==> src/verilog/lod_pkg.sv <==
// Shared constants and types for the latched output driver target port
`default_nettype none
package lod_pkg;
    localparam logic [3:0] GROUP_ID      = 4'hc;   // Fixed group field of the address byte
    localparam logic [7:0] SUB_LOAD      = 8'h11;  // Load or read back the data shift register
    localparam logic [7:0] SUB_XFER      = 8'h22;  // Copy shift register to output storage
    localparam logic [7:0] SUB_LOAD_XFER = 8'h44;  // Load, then copy in the same transaction
    localparam logic [7:0] DATA_RST      = 8'h00;  // Data shift register after reset
    localparam logic [7:0] OUT_RST       = 8'h00;  // Output storage after reset, all off
    localparam logic [2:0] BIT_LAST      = 3'h7;   // Index of the last bit of a byte

    // Pin levels of the two-wire bus, as seen at the block boundary
    typedef struct packed {
        logic scl;
        logic sda;
    } lod_bus_t;
endpackage
`default_nettype wire

==> src/verilog/lod_target.sv <==
// Two-wire target port feeding a shift register and an output storage register
`timescale 1ns/100ps
`default_nettype none
module lod_target (
    input  wire logic             clk,        // System clock, 125 MHz
    input  wire logic             rst_n,      // Asynchronous reset, active low
    input  wire logic             ce,         // Clock enable, freezes all state when low
    input  wire lod_pkg::lod_bus_t bus_i,     // SCL and SDA pin levels, asynchronous
    input  wire logic [2:0]       addr_pins,  // Device select straps, asynchronous
    output logic                  sda_o,      // SDA drive value, always low
    output logic                  sda_oe,     // SDA pull-down enable, high while pulling
    output logic [7:0]            out_on,     // Output storage, one bit per output
    output logic [7:0]            shift_q     // Data shift register contents
);

    ////////////////////////////////////////////////////////////////////////////////
    // States of the transaction, one-hot
    typedef enum logic [9:0] {
        ST_IDLE = 10'h001,
        ST_ADDR = 10'h002,
        ST_AACK = 10'h004,
        ST_SUB  = 10'h008,
        ST_SACK = 10'h010,
        ST_RXD  = 10'h020,
        ST_DACK = 10'h040,
        ST_TXD  = 10'h080,
        ST_TACK = 10'h100,
        ST_DONE = 10'h200
    } lod_state_t;

    // Subaddresses that the port answers
    function automatic logic sub_valid(input logic [7:0] s);
        sub_valid = (s == lod_pkg::SUB_LOAD) || (s == lod_pkg::SUB_XFER) ||
                    (s == lod_pkg::SUB_LOAD_XFER);
    endfunction

    lod_state_t  state_r;
    logic [2:0]  scl_sync_r;
    logic [2:0]  sda_sync_r;
    logic [2:0]  a_s1_r;
    logic [2:0]  a_s2_r;
    logic [7:0]  rx_r;
    logic [7:0]  tx_r;
    logic [7:0]  sub_r;
    logic [2:0]  cnt_r;
    logic        done_r;
    logic        rw_r;
    logic        sda_oe_r;
    logic        sda_o_r;
    logic [7:0]  data_r;
    logic [7:0]  out_r;
    logic        scl_s;
    logic        sda_s;
    logic        rise_ev;
    logic        fall_ev;
    logic        start_ev;
    logic        stop_ev;
    logic        byte_st;
    logic        addr_ok;
    logic        ld_data;
    logic        xfer_sub;
    logic        xfer_dat;

    ////////////////////////////////////////////////////////////////////////////////
    // Two-flop synchronisers plus one history stage for edge finding
    always_ff @(posedge clk or negedge rst_n) begin
        if (!rst_n) begin
            scl_sync_r <= 3'h7;  // Idle bus reads high
            sda_sync_r <= 3'h7;
            a_s1_r     <= 3'h0;
            a_s2_r     <= 3'h0;
        end else if (ce) begin
            scl_sync_r <= {scl_sync_r[1:0], bus_i.scl};  // Clock only sampled
            sda_sync_r <= {sda_sync_r[1:0], bus_i.sda};
            a_s1_r     <= addr_pins;
            a_s2_r     <= a_s1_r;
        end
    end

    // Stage 0 is read only by stage 1; logic looks at stages 1 and 2
    assign scl_s    = scl_sync_r[1];
    assign sda_s    = sda_sync_r[1];
    assign rise_ev  = ce && scl_s && !scl_sync_r[2];
    assign fall_ev  = ce && !scl_s && scl_sync_r[2];
    // SDA edges with SCL high in both samples; legal data moves only with SCL low
    assign start_ev = ce && scl_s && scl_sync_r[2] && !sda_s && sda_sync_r[2];
    assign stop_ev  = ce && scl_s && scl_sync_r[2] && sda_s && !sda_sync_r[2];

    // Address byte check against group field and strap pins
    assign addr_ok  = (rx_r[7:4] == lod_pkg::GROUP_ID) && (rx_r[3:1] == a_s2_r);
    assign byte_st  = (state_r == ST_ADDR) || (state_r == ST_SUB) ||
                      (state_r == ST_RXD) || (state_r == ST_TXD);

    // Register strobes, all taken on the SCL fall that opens an acknowledge bit
    assign xfer_sub = fall_ev && done_r && (state_r == ST_SUB) && !rw_r &&
                      (rx_r == lod_pkg::SUB_XFER);
    assign ld_data  = fall_ev && done_r && (state_r == ST_RXD);
    assign xfer_dat = ld_data && (sub_r == lod_pkg::SUB_LOAD_XFER);

    ////////////////////////////////////////////////////////////////////////////////
    // Bit counter: eight rises close a byte, one rise closes an acknowledge
    always_ff @(posedge clk or negedge rst_n) begin
        if (!rst_n) begin
            cnt_r  <= 3'h0;
            done_r <= 1'b0;
            rx_r   <= 8'h00;
        end else if (start_ev || stop_ev) begin
            cnt_r  <= 3'h0;
            done_r <= 1'b0;
        end else if (fall_ev && done_r) begin
            cnt_r  <= 3'h0;
            done_r <= 1'b0;
        end else if (rise_ev) begin
            if (byte_st) begin
                rx_r   <= {rx_r[6:0], sda_s};  // MSB first
                cnt_r  <= cnt_r + 3'h1;
                done_r <= (cnt_r == lod_pkg::BIT_LAST);
            end else begin
                done_r <= 1'b1;
            end
        end
    end

    ////////////////////////////////////////////////////////////////////////////////
    // Transaction sequencer and open-drain SDA control
    always_ff @(posedge clk or negedge rst_n) begin
        if (!rst_n) begin
            state_r  <= ST_IDLE;
            sda_oe_r <= 1'b0;
            rw_r     <= 1'b0;
            sub_r    <= 8'h00;
            tx_r     <= 8'h00;
        end else if (stop_ev) begin
            state_r  <= ST_IDLE;
            sda_oe_r <= 1'b0;
        end else if (start_ev) begin
            state_r  <= ST_ADDR;  // Repeated start also restarts
            sda_oe_r <= 1'b0;
        end else if (fall_ev && done_r) begin
            case (state_r)
                ST_ADDR: begin
                    rw_r <= rx_r[0];
                    if (addr_ok) begin
                        state_r  <= ST_AACK;
                        sda_oe_r <= 1'b1;
                    end else begin
                        state_r  <= ST_DONE;  // Silent on mismatch
                    end
                end
                ST_AACK: begin
                    state_r  <= ST_SUB;
                    sda_oe_r <= 1'b0;
                end
                ST_SUB: begin
                    sub_r <= rx_r;
                    if (sub_valid(rx_r)) begin
                        state_r  <= ST_SACK;
                        sda_oe_r <= 1'b1;
                    end else begin
                        state_r  <= ST_DONE;  // No acknowledge
                    end
                end
                ST_SACK: begin
                    if (rw_r && (sub_r == lod_pkg::SUB_LOAD)) begin
                        state_r  <= ST_TXD;  // First bit out
                        sda_oe_r <= !data_r[7];
                        tx_r     <= {data_r[6:0], 1'b0};
                    end else if (!rw_r && (sub_r != lod_pkg::SUB_XFER)) begin
                        state_r  <= ST_RXD;
                        sda_oe_r <= 1'b0;
                    end else begin
                        state_r  <= ST_DONE;  // Data byte ignored
                        sda_oe_r <= 1'b0;
                    end
                end
                ST_RXD: begin
                    state_r  <= ST_DACK;
                    sda_oe_r <= 1'b1;
                end
                ST_DACK: begin
                    state_r  <= ST_DONE;  // Complete after data
                    sda_oe_r <= 1'b0;
                end
                ST_TXD: begin
                    state_r  <= ST_TACK;  // Release for the controller's answer
                    sda_oe_r <= 1'b0;
                end
                ST_TACK: begin
                    state_r  <= ST_DONE;
                end
                ST_IDLE, ST_DONE: begin
                    state_r  <= state_r;
                end
                default: begin
                    state_r  <= ST_IDLE;
                    sda_oe_r <= 1'b0;
                end
            endcase
        end else if (fall_ev && (state_r == ST_TXD)) begin
            sda_oe_r <= !tx_r[7];  // Low only by pulling
            tx_r     <= {tx_r[6:0], 1'b0};
        end
    end

    ////////////////////////////////////////////////////////////////////////////////
    // Data shift and output storage; only the strobes move them
    always_ff @(posedge clk or negedge rst_n) begin
        if (!rst_n) begin
            data_r  <= lod_pkg::DATA_RST;
            out_r   <= lod_pkg::OUT_RST;
            sda_o_r <= 1'b0;
        end else begin
            sda_o_r <= 1'b0;  // Never driven high
            if (ld_data) begin
                data_r <= rx_r;
            end
            if (xfer_dat) begin
                out_r <= rx_r;
            end else if (xfer_sub) begin
                out_r <= data_r;
            end
        end
    end

    assign sda_o   = sda_o_r;
    assign sda_oe  = sda_oe_r;
    assign out_on  = out_r;   // One turns the output on
    assign shift_q = data_r;
endmodule
`default_nettype wire

==> config.mk <==
export PLATFORM = sky130hd
export DESIGN_NAME = lod_target
export DESIGN_NICKNAME = d
export VERILOG_FILES = /design/src/verilog/lod_pkg.sv /design/src/verilog/lod_target.sv
export SDC_FILE = /design/constraint.sdc
export NUM_CORES = 1
export LEC_CHECK = 0
export ABC_CLOCK_PERIOD_IN_PS = 2900
export BUFFER_PORTS_ARGS = -buffer_cell sky130_fd_sc_hd__buf_2
export CAP_MARGIN = 20
export CORE_MARGIN = 2
export CORE_UTILIZATION = 55
export CTS_CLUSTER_SIZE = 14
export DETAILED_ROUTE_END_ITERATION = 8
export GPL_TIMING_DRIVEN = 0
export PLACE_DENSITY_LB_ADDON = 0.1
export REMOVE_ABC_BUFFERS = 1
export SYNTH_ARGS = -nofsm -noshare
export SYNTH_HDL_FRONTEND = slang
export SYNTH_SLANG_ARGS = --single-unit
export TNS_END_PERCENT = 5
==> constraint.sdc <==
create_clock -name clk -period 2.9 [get_ports clk]
set_clock_uncertainty 0.2 [all_clocks]
set_input_delay 0.29 -clock clk [delete_from_list [all_inputs] [get_ports clk]]
set_output_delay 0.29 -clock clk [all_outputs]
set_load 0.01 [all_outputs]
---- Yosys cells after proc, flatten, opt, wreduce, memory -nomap -nowiden ----
Index checks and enable logic that the tools add are counted.
storage, ports and cells
  register bits after elaboration ......... 68
  bits in latches ......................... 0
  bits in writable memories ............... 0
  ROM bits ................................ 0
  input port bits ......................... 8
  logic and storage cells ................. 122
  memories ................................ 0
cells by class
  add/sub/neg operators ................... 1
  multiply operators ...................... 0
  div/mod/pow operators ................... 0
  magnitude comparators ................... 0
  eq/ne operators ......................... 25
  shift-type cells ........................ 0
  multiplexer cells ....................... 30
  bitwise logic cells ..................... 4
  reductions and logical operators ........ 48
operator list
  operator                                                                  number
  10-bit one-hot mux with 8 select lines                                    1
  10-bit 2-to-1 mux                                                         7
  8-bit 2-to-1 mux                                                          6
  1-bit logical AND                                                         19
  8-bit by 5-bit == test with 1-bit output (second input constant)          2
  8-bit by 7-bit == test with 1-bit output (second input constant)          2
  4-bit AND reduction                                                       4
  3-bit 2-to-1 mux                                                          4
  1-bit 2-to-1 mux                                                          11
  10-bit by 1-bit == test with 1-bit output (second input constant)         1
  10-bit == test (second input constant)                                    1
  10-bit by 2-bit == test with 1-bit output (second input constant)         1
  10-bit by 3-bit == test with 1-bit output (second input constant)         1
  10-bit by 4-bit == test with 1-bit output (second input constant)         1
  10-bit by 5-bit == test with 1-bit output (second input constant)         1
  10-bit by 6-bit == test with 1-bit output (second input constant)         1
  10-bit by 7-bit == test with 1-bit output (second input constant)         1
  10-bit by 8-bit == test with 1-bit output (second input constant)         1
  10-bit by 9-bit == test with 1-bit output (second input constant)         1
  3-bit nonzero test                                                        3
  8-bit by 6-bit == test with 1-bit output (second input constant)          1
  8-bit by 6-bit inequality test with 1-bit output (second input constant)  1
  1-bit zero test                                                           7
  1-bit logical OR                                                          6
  other kinds (17)                                                          24

---- Logic depth before layout (Yosys ltp) ----
Gate-level depths: netlist (run 1).
  depth in word-level cells ............... 9
  mapped depth ............................ 7
  gate-level depth less buffers ........... 5

---- Worst setup path before layout (run 1) ----
Ideal clock, no wire load.
  path kind ............................... register -> register
  start ................................... reg state_r[5]
  end ..................................... reg rx_r[3]
  setup time .............................. 0.125 ns
  arrival ................................. 1.973 ns
  data required time ...................... 2.575 ns
  path slack .............................. 0.602 ns
  stages on the path, launching flop included .. 7
  path buffers ............................ 2
  path through ............................ dfrtp_1 > buf_6 > nor4_4 > nand4_4 > a311oi_4 > buf_6 > mux2_4
between the ends
  longest elaborated chain between the ends .. 5
ends and longest elaborated chain
  what                                                                                                           RTL line           text
  start: declaration                                                                                             lod_target.sv:37   lod_state_t state_r;
  start signal: assignment                                                                                       lod_target.sv:192  state_r <= state_r;
  10-bit by 2-bit == test with 1-bit output / 10-bit by 4-bit == test with 1-bit output (equally long branches)  lod_target.sv:91   assign byte_st = (state_r == ST_ADDR) || (state_r == ST_SUB) ||
  1-bit logical OR (2 in a row)                                                                                  lod_target.sv:91
  1-bit logical OR *                                                                                             lod_target.sv:92   (state_r == ST_RXD) || (state_r == ST_TXD);
  4-bit AND reduction (no line) *                                                                                -
  end signal: assignment                                                                                         lod_target.sv:115  rx_r <= {rx_r[6:0], sda_s};
  end: declaration                                                                                               lod_target.sv:42   logic [7:0] rx_r;
Mark *: on every way between the ends. The rest lies on a longest branch, timed or not.
A chain may end at the register's enable or synchronous reset.

---- Worst setup path in the final report (run 1) ----
  start ................................... reg state_r[6]
  end ..................................... reg rx_r[1]
Same word-level chain as after synthesis.

==> results of run 1 <==
final cells by class:
cell class	instances	share of cell area
Multi-Input combinational cell	225	0.432
Tap cell	77	0.0248
Inverter	8	0.00774
Timing Repair Buffer	32	0.0510
Clock inverter	5	0.0139
Clock buffer	10	0.0355
Sequential cell	67	0.435
worst min path at each step:
stage	to	slack, ns	cells past startpoint	startpoint
floorplan	a_s1_r[0]$_DFFE_PN0P_	-0.21	0	rst_n
global placement	out_on[6]$_DFFE_PN0P_	0.27	2	out_on[6]$_DFFE_PN0P_
detailed placement	state_r[2]$_DFFE_PN0P_	0.25	1	rst_n
CTS	scl_sync_r[2]$_DFFE_PN1P_	0.19	2	ce
global route	scl_sync_r[2]$_DFFE_PN1P_	0.23	2	ce
finish	scl_sync_r[2]$_DFFE_PN1P_	0.19	2	ce
through the flow:
stage,cell area (um2),utilization,total power [W]
2_1_floorplan,3380,-,0.00123
3_3_place_gp,3590,0.576,0.00131
3_5_place_dp,3600,0.576,0.00132
4_1_cts,3860,0.619,0.00210
5_1_grt,3880,0.622,0.00218
6_report,3880,0.622,0.00208
where the power goes:
| part | switching (W) | leakage, nW | total, W | internal (W) |
|---|---|---|---|---|
| Clock | 0.000356 | 0.102 | 0.000769 | 0.000412 |
| Combinational | 0.000123 | 0.816 | 0.000227 | 0.000104 |
| Sequential | 0.0000897 | 0.876 | 0.00109 | 0.000998 |
| Total | 0.000568 | 1.79 | 0.00208 | 0.00151 |
per-layer routing:
| metal | wire length [um] | vias to the layer above | share of wire |
|---|---|---|---|
| li1 | - | 1205 | - |
| met1 | 3490 | 1287 | 0.48 |
| met2 | 3430 | 42 | 0.47 |
| met3 | 219 | 13 | 0.030 |
| met4 | 115 | 0 | 0.016 |
| met5 | 0 | - | 0 |
Yosys cell counts, drive strengths merged, types with 4 or more instances:
cell type,n,area share
dfrtp,60,0.43
and3,4,0.0072
nor2,17,0.018
dfstp,7,0.053
a21oi,6,0.012
inv,8,0.0086
o21ai,18,0.026
a22oi,8,0.017
nand3,17,0.024
or3,4,0.0072
clkbuf,8,0.0090
nand2,40,0.043
nor3,5,0.010
mux2,42,0.14
nor4,6,0.024
buf,14,0.024
nand4,10,0.024
xor2,8,0.020
flip-flops by register name (all words and copies together) (netlist names):
name        cells
out_on          8
done_r          1
sda_oe          1
shift_q         8
a_s2_r          3
scl_sync_r      3
state_r        10
sda_sync_r      3
tx_r            7
rw_r            1
a_s1_r          3
sub_r           8
rx_r            8
cnt_r           3
cell families (layout without fill, tap and decap cells):
family / count (synthesis) / in the layout / share of synthesized area
DFF: 67 / 67 / 0.482
xor gates and xnor gates: 9 / 9 / 0.0226
buffers and inverters: 30 / 55 / 0.0415
adders and majority gates: 2 / 2 / 0.00716
muxes: 44 / 44 / 0.145
and+or+nand+nor: 119 / 119 / 0.196
other: 1 / 1 / 0.00107
AOI/OAI and AO/OA: 50 / 50 / 0.104
worst max-delay path, stage by stage, from the launching register on:
cell and delay, ns:
sky130_fd_sc_hd__dfrtp_2 0.47, sky130_fd_sc_hd__nor4_4 0.58, sky130_fd_sc_hd__nand4_4 0.21, sky130_fd_sc_hd__a311oi_4 0.85, sky130_fd_sc_hd__mux2_2 0.42
repair_timing:
item                                    CTS  global route
gates resized for setup                   2             3
hold endpoints to repair                 65             0
hold buffers                              6             0
buffers inserted                          0             2
endpoints found under the setup margin    6            21
pin swaps                                 0             4
==> results.toml, run 1 <==
[status]
status = "completed"

[detailed_routing]
post_drt_wl_per_cell_um = 17.1
drt.antenna.violating_nets = 0
wl_um = 7260
viasPerCell = 6.01
firstDrtPassIters = 4
drt-initial-drc-count = 218
detail_route.drc_violations = 0
vias = 2547

[synthesis]
fraction_of_registers_with_async_set_or_reset_after_synthesis = 1.00
postSynthAreaPerCell_um2 = 10.8
yosys_warnings = 0
seq_area_frac_synth = 0.482
synth_area_um2 = 3490
synth-edff-count = 0
synthCells = 322
synth_cell_types = 58
synthFlopType = "sky130_fd_sc_hd__dfrtp_1"
synth_seq_cells = 67

[sta]
rsz0062_at_grt = "true"
final-setup-viol-count = 0
fmaxAchievable_ghz = 0.352
timing.hold.ws_ns = 0.188
fin_tns_setup_ns = 0
final_min_period_over_clock_period = 0.978
final_period_minus_worst_setup_slack_ns = 2.84
final_max_slew_viol_count = 0
actual_slew_at_the_worst_max_slew_pin_ns = 0.888
layout_setup_ws_ns = 0.0628
max_slew_margin = 0.408
hold_violations = 0

[critical_path]
endpoint_kind = "flop"
critPathCapture = "rx_r[1]$_DFFE_PN0P_"
timing.critical_path.arrival_ns = 2.87
critPathLaunchType = "flop"
timing.reg2reg.worst_path_depth = 4
cp-startpoint = "state_r[6]$_DFFE_PN0P_"
setup.worst_path.class = "flop to flop"
regToRegSetupSlack_ns = 0.06
launch_instance_of_the_worst_register_to_register_path = "state_r[6]$_DFFE_PN0P_"
critical_path.reg2reg.endpoint = "rx_r[1]$_DFFE_PN0P_"
crit_path_max_fanout = 14
worst_ep_required_time_ns = 2.93

[clock_network]
htree_levels = 3
cts_tree = "yes"
clock_sinks = 67
clockRootBuffer = "sky130_fd_sc_hd__clkbuf_8"
clk_transition_reported_paths_ns = 0.07
worst_skew_pair.late_latency_ns = 0.35
clockBufferDepth = 2
cts_buffers = 9

[placement]
post-dp-hpwl_um = 4900
io_buffers = 24
placedCellCount = 401
place_ws_ns = -0.123
place_congestion = 0.866

[global_route]
grt_util_met1 = 0.319
grt_max_degree = 68
globalRouteMet3Util = 0.0485
grt_usage = 0.224
first_global_vias = 2460
grt.overflow.total = 0
met2_usage = 0.342
antenna_found_initial = 0
grt_first_pass_wirelength_um = 12300
global_route_hottest_layer = "met2"

[finish]
layout.cells.most_common = "sky130_fd_sc_hd__dfrtp_1"
n_antenna_cell = 0
area_of_the_multi_input_gates_um2 = 1680
nNetsFinal = 353
num-fill-cells = 530
post_route_cells_drive_above_1_share = 0.303
most-common-layout-cells = "57 x sky130_fd_sc_hd__dfrtp_1, 40 x sky130_fd_sc_hd__nand2_1, 38 x sky130_fd_sc_hd__mux2_2"
final-seq-area_um2 = 1690
post_layout_nonfiller_instances = 424
syn2layout_area_growth_pct = 11.1

[die]
start_util = 0.560
die_area_um2 = 7000
floorplan.die.width_um = 83.7
die_height_um = 83.7
row_count = 29
ios = 26
core_area_um2 = 6240

[power]
leakagePower_nw = 1.79
p_per_area_nw_per_um2 = 537
max-vdd-ir-drop_uv = 374

[job]
drv_cap = 0

[hold_path]
hold_class = "input port to flop"
Note: power is estimated with default switching activity, not from simulation.
==> run 2, diff against run 1 <==
--- a/config.mk
+++ b/config.mk
@@ -9,7 +9,7 @@
 export BUFFER_PORTS_ARGS = -buffer_cell sky130_fd_sc_hd__buf_2
 export CAP_MARGIN = 20
 export CORE_MARGIN = 2
-export CORE_UTILIZATION = 55
+export CORE_UTILIZATION = 53
 export CTS_CLUSTER_SIZE = 14
 export DETAILED_ROUTE_END_ITERATION = 8
 export GPL_TIMING_DRIVEN = 0
==> run 2 against run 1 <==
Compared with the run above: critical path depth did not move; count of clock-buffer cells in the layout did not move; sequential power barely moved; worst setup slack improved by 0.024 ns; flip-flop and latch count did not move; total power rose by 1.1%; worst hold slack improved by 0.011 ns; via count fell by 1.2%; cell count rose by 0.71%; clock power rose by 2.7%; critical endpoint unchanged; largest cell class unchanged.
==> results.toml, run 2 (same netlist as run 1, synthesis figures left out) <==
[status]
status = "completed"

[die]
die_area_um2 = 7260
die_height_um = 85.2
row_count = 29
start_util = 0.550
core_area_um2 = 6350
ios = 26
floorplan.die.width_um = 85.2

[critical_path]
timing.critical_path.arrival_ns = 2.84
crit_path_max_fanout = 14
cp_top_family = "compound AO/OA/AOI/OAI gates"
launch_instance_of_the_worst_register_to_register_path = "state_r[6]$_DFFE_PN0P_"
critical_path.reg2reg.endpoint = "rx_r[1]$_DFFE_PN0P_"
setup.worst_path.class = "flop to flop"
cp_cell_sequence = "nor4_4 -> nand4_4 -> a311oi_4 -> mux2_2"
crit_slowest_cell = "sky130_fd_sc_hd__a311oi_4"
timing.reg2reg.worst_path_depth = 4
critPathLaunchType = "flop"
worstPathBufferInverterCount = 0
worst_ep_required_time_ns = 2.93
worstSetupPathDepth = 4
endpoint_kind = "flop"
cpPeakStageDelay_ns = 0.84
regToRegSetupSlack_ns = 0.09

[sta]
actual_slew_at_the_worst_max_slew_pin_ns = 0.869
fin_tns_setup_ns = 0
rsz0062_at_grt = "true"
final_max_slew_viol_count = 0
hold_violations = 0
fmaxAchievable_ghz = 0.355
max_slew_margin = 0.421
final_min_period_over_clock_period = 0.970
final-setup-viol-count = 0
final_period_minus_worst_setup_slack_ns = 2.81
timing.hold.ws_ns = 0.199
layout_setup_ws_ns = 0.0863

[detailed_routing]
wl_um = 7370
drt.antenna.violating_nets = 0
post_drt_wl_per_cell_um = 17.3
vias = 2517
detail_route.drc_violations = 0
firstDrtPassIters = 4
viasPerCell = 5.89
drt-initial-drc-count = 118

[placement]
io_buffers = 24
post-dp-hpwl_um = 4930
place_congestion = 0.873
place_ws_ns = -0.165
placedCellCount = 401

[finish]
final-seq-area_um2 = 1690
nNetsFinal = 355
num-fill-cells = 547
post_layout_nonfiller_instances = 427
largest_register = "state_r"
post_route_cells_drive_above_1_share = 0.309
most-common-layout-cells = "56 x sky130_fd_sc_hd__dfrtp_1, 40 x sky130_fd_sc_hd__nand2_1, 38 x sky130_fd_sc_hd__mux2_2"
largest_register_ffs = 10
layout.cells.most_common = "sky130_fd_sc_hd__dfrtp_1"
n_antenna_cell = 0
area_of_the_multi_input_gates_um2 = 1670
syn2layout_area_growth_pct = 11.7

[clock_network]
clockBufferDepth = 2
clock_sinks = 67
htree_levels = 3
clk_transition_reported_paths_ns = 0.08
worst_skew_pair.late_latency_ns = 0.34
cts_buffers = 9
cts_tree = "yes"
clockRootBuffer = "sky130_fd_sc_hd__clkbuf_8"

[hold_path]
min-delay-start = "ce"
whs_endpoint = "scl_sync_r[2]$_DFFE_PN1P_"
hold_class = "input port to flop"
worst_hold_path.num_cells = 2

[global_route]
grt_first_pass_wirelength_um = 12600
antenna_found_initial = 0
grt_max_degree = 68
grt_usage = 0.221
first_global_vias = 2508
grt.overflow.total = 0

[power]
totalPowerFinal_w = 0.00211
p_per_area_nw_per_um2 = 540
max-vdd-ir-drop_uv = 306
leakagePower_nw = 1.80

[job]
drv_cap = 0
-- run 2: cell count changes in the layout (fill, tap and decap cells not counted) --
cell,previous run,this run
sky130_fd_sc_hd__buf_4,3,5
sky130_fd_sc_hd__clkinvlp_4,0,2
sky130_fd_sc_hd__clkinv_2,3,2
sky130_fd_sc_hd__clkinv_4,1,0
sky130_fd_sc_hd__dfrtp_1,57,56
sky130_fd_sc_hd__dfrtp_2,3,4
sky130_fd_sc_hd__inv_6,0,1
sky130_fd_sc_hd__or3_1,3,4
sky130_fd_sc_hd__or3_4,1,0
-- run 2: final cells by class --
cell class	instances	share of cell area
Sequential cell	67	0.433
Clock inverter	6	0.0164
Timing Repair Buffer	34	0.0545
Multi-Input combinational cell	225	0.428
Inverter	8	0.00770
Clock buffer	10	0.0353
Tap cell	77	0.0247
-- run 2: worst max path at each step --
| stage | startpoint | endpoint | slack, ns |
|---|---|---|---|
| floorplan | state_r[1]$_DFFE_PN0P_ | rx_r[0]$_DFFE_PN0P_ | 0.46 |
| global placement | ce | state_r[6]$_DFFE_PN0P_ | -0.14 |
| detailed placement | ce | state_r[9]$_DFFE_PN0P_ | -0.17 |
| CTS | scl_sync_r[2]$_DFFE_PN1P_ | out_on[0]$_DFFE_PN0P_ | 0.01 |
| global route | state_r[6]$_DFFE_PN0P_ | rx_r[1]$_DFFE_PN0P_ | -0.03 |
| finish | state_r[6]$_DFFE_PN0P_ | rx_r[1]$_DFFE_PN0P_ | 0.09 |
-- run 2: stage by stage --
stage	area, um2	util
finish	3900	0.614
global route	3900	0.614
CTS	3870	0.609
detailed placement	3600	0.567
global placement	3590	0.566
floorplan	3380	-
-- run 2: timing repair --
| action | 4_1_cts | 5_1_grt |
|---|---|---|
| resized for setup | 1 | 4 |
| endpoints found under the hold margin | 65 | 0 |
| hold buffers | 6 | 0 |
| buffers inserted | 0 | 4 |
| pin swaps | 0 | 5 |
| setup endpoints to repair | 4 | 21 |
-- run 2: power by group --
part	internal [W]	switching, W	leakage (nW)
registers	0.000997	0.0000897	0.874
clock network	0.000420	0.000370	0.0987
logic	0.000105	0.000124	0.823
-- run 2: per-layer routing --
metal	wire length [um]	global-route usage	up-vias	part of all wire
li1	-	-	1206	-
met1	3610	0.321	1269	0.49
met2	3470	0.330	33	0.47
met3	197	0.0350	9	0.027
met4	94	0.0981	0	0.013
met5	0	0	-	0
-- run 2: worst reg2reg max path: stages, from the launching register on --
cell and delay (ns):
sky130_fd_sc_hd__dfrtp_2 0.48, sky130_fd_sc_hd__nor4_4 0.56, sky130_fd_sc_hd__nand4_4 0.20, sky130_fd_sc_hd__a311oi_4 0.84, sky130_fd_sc_hd__mux2_2 0.42
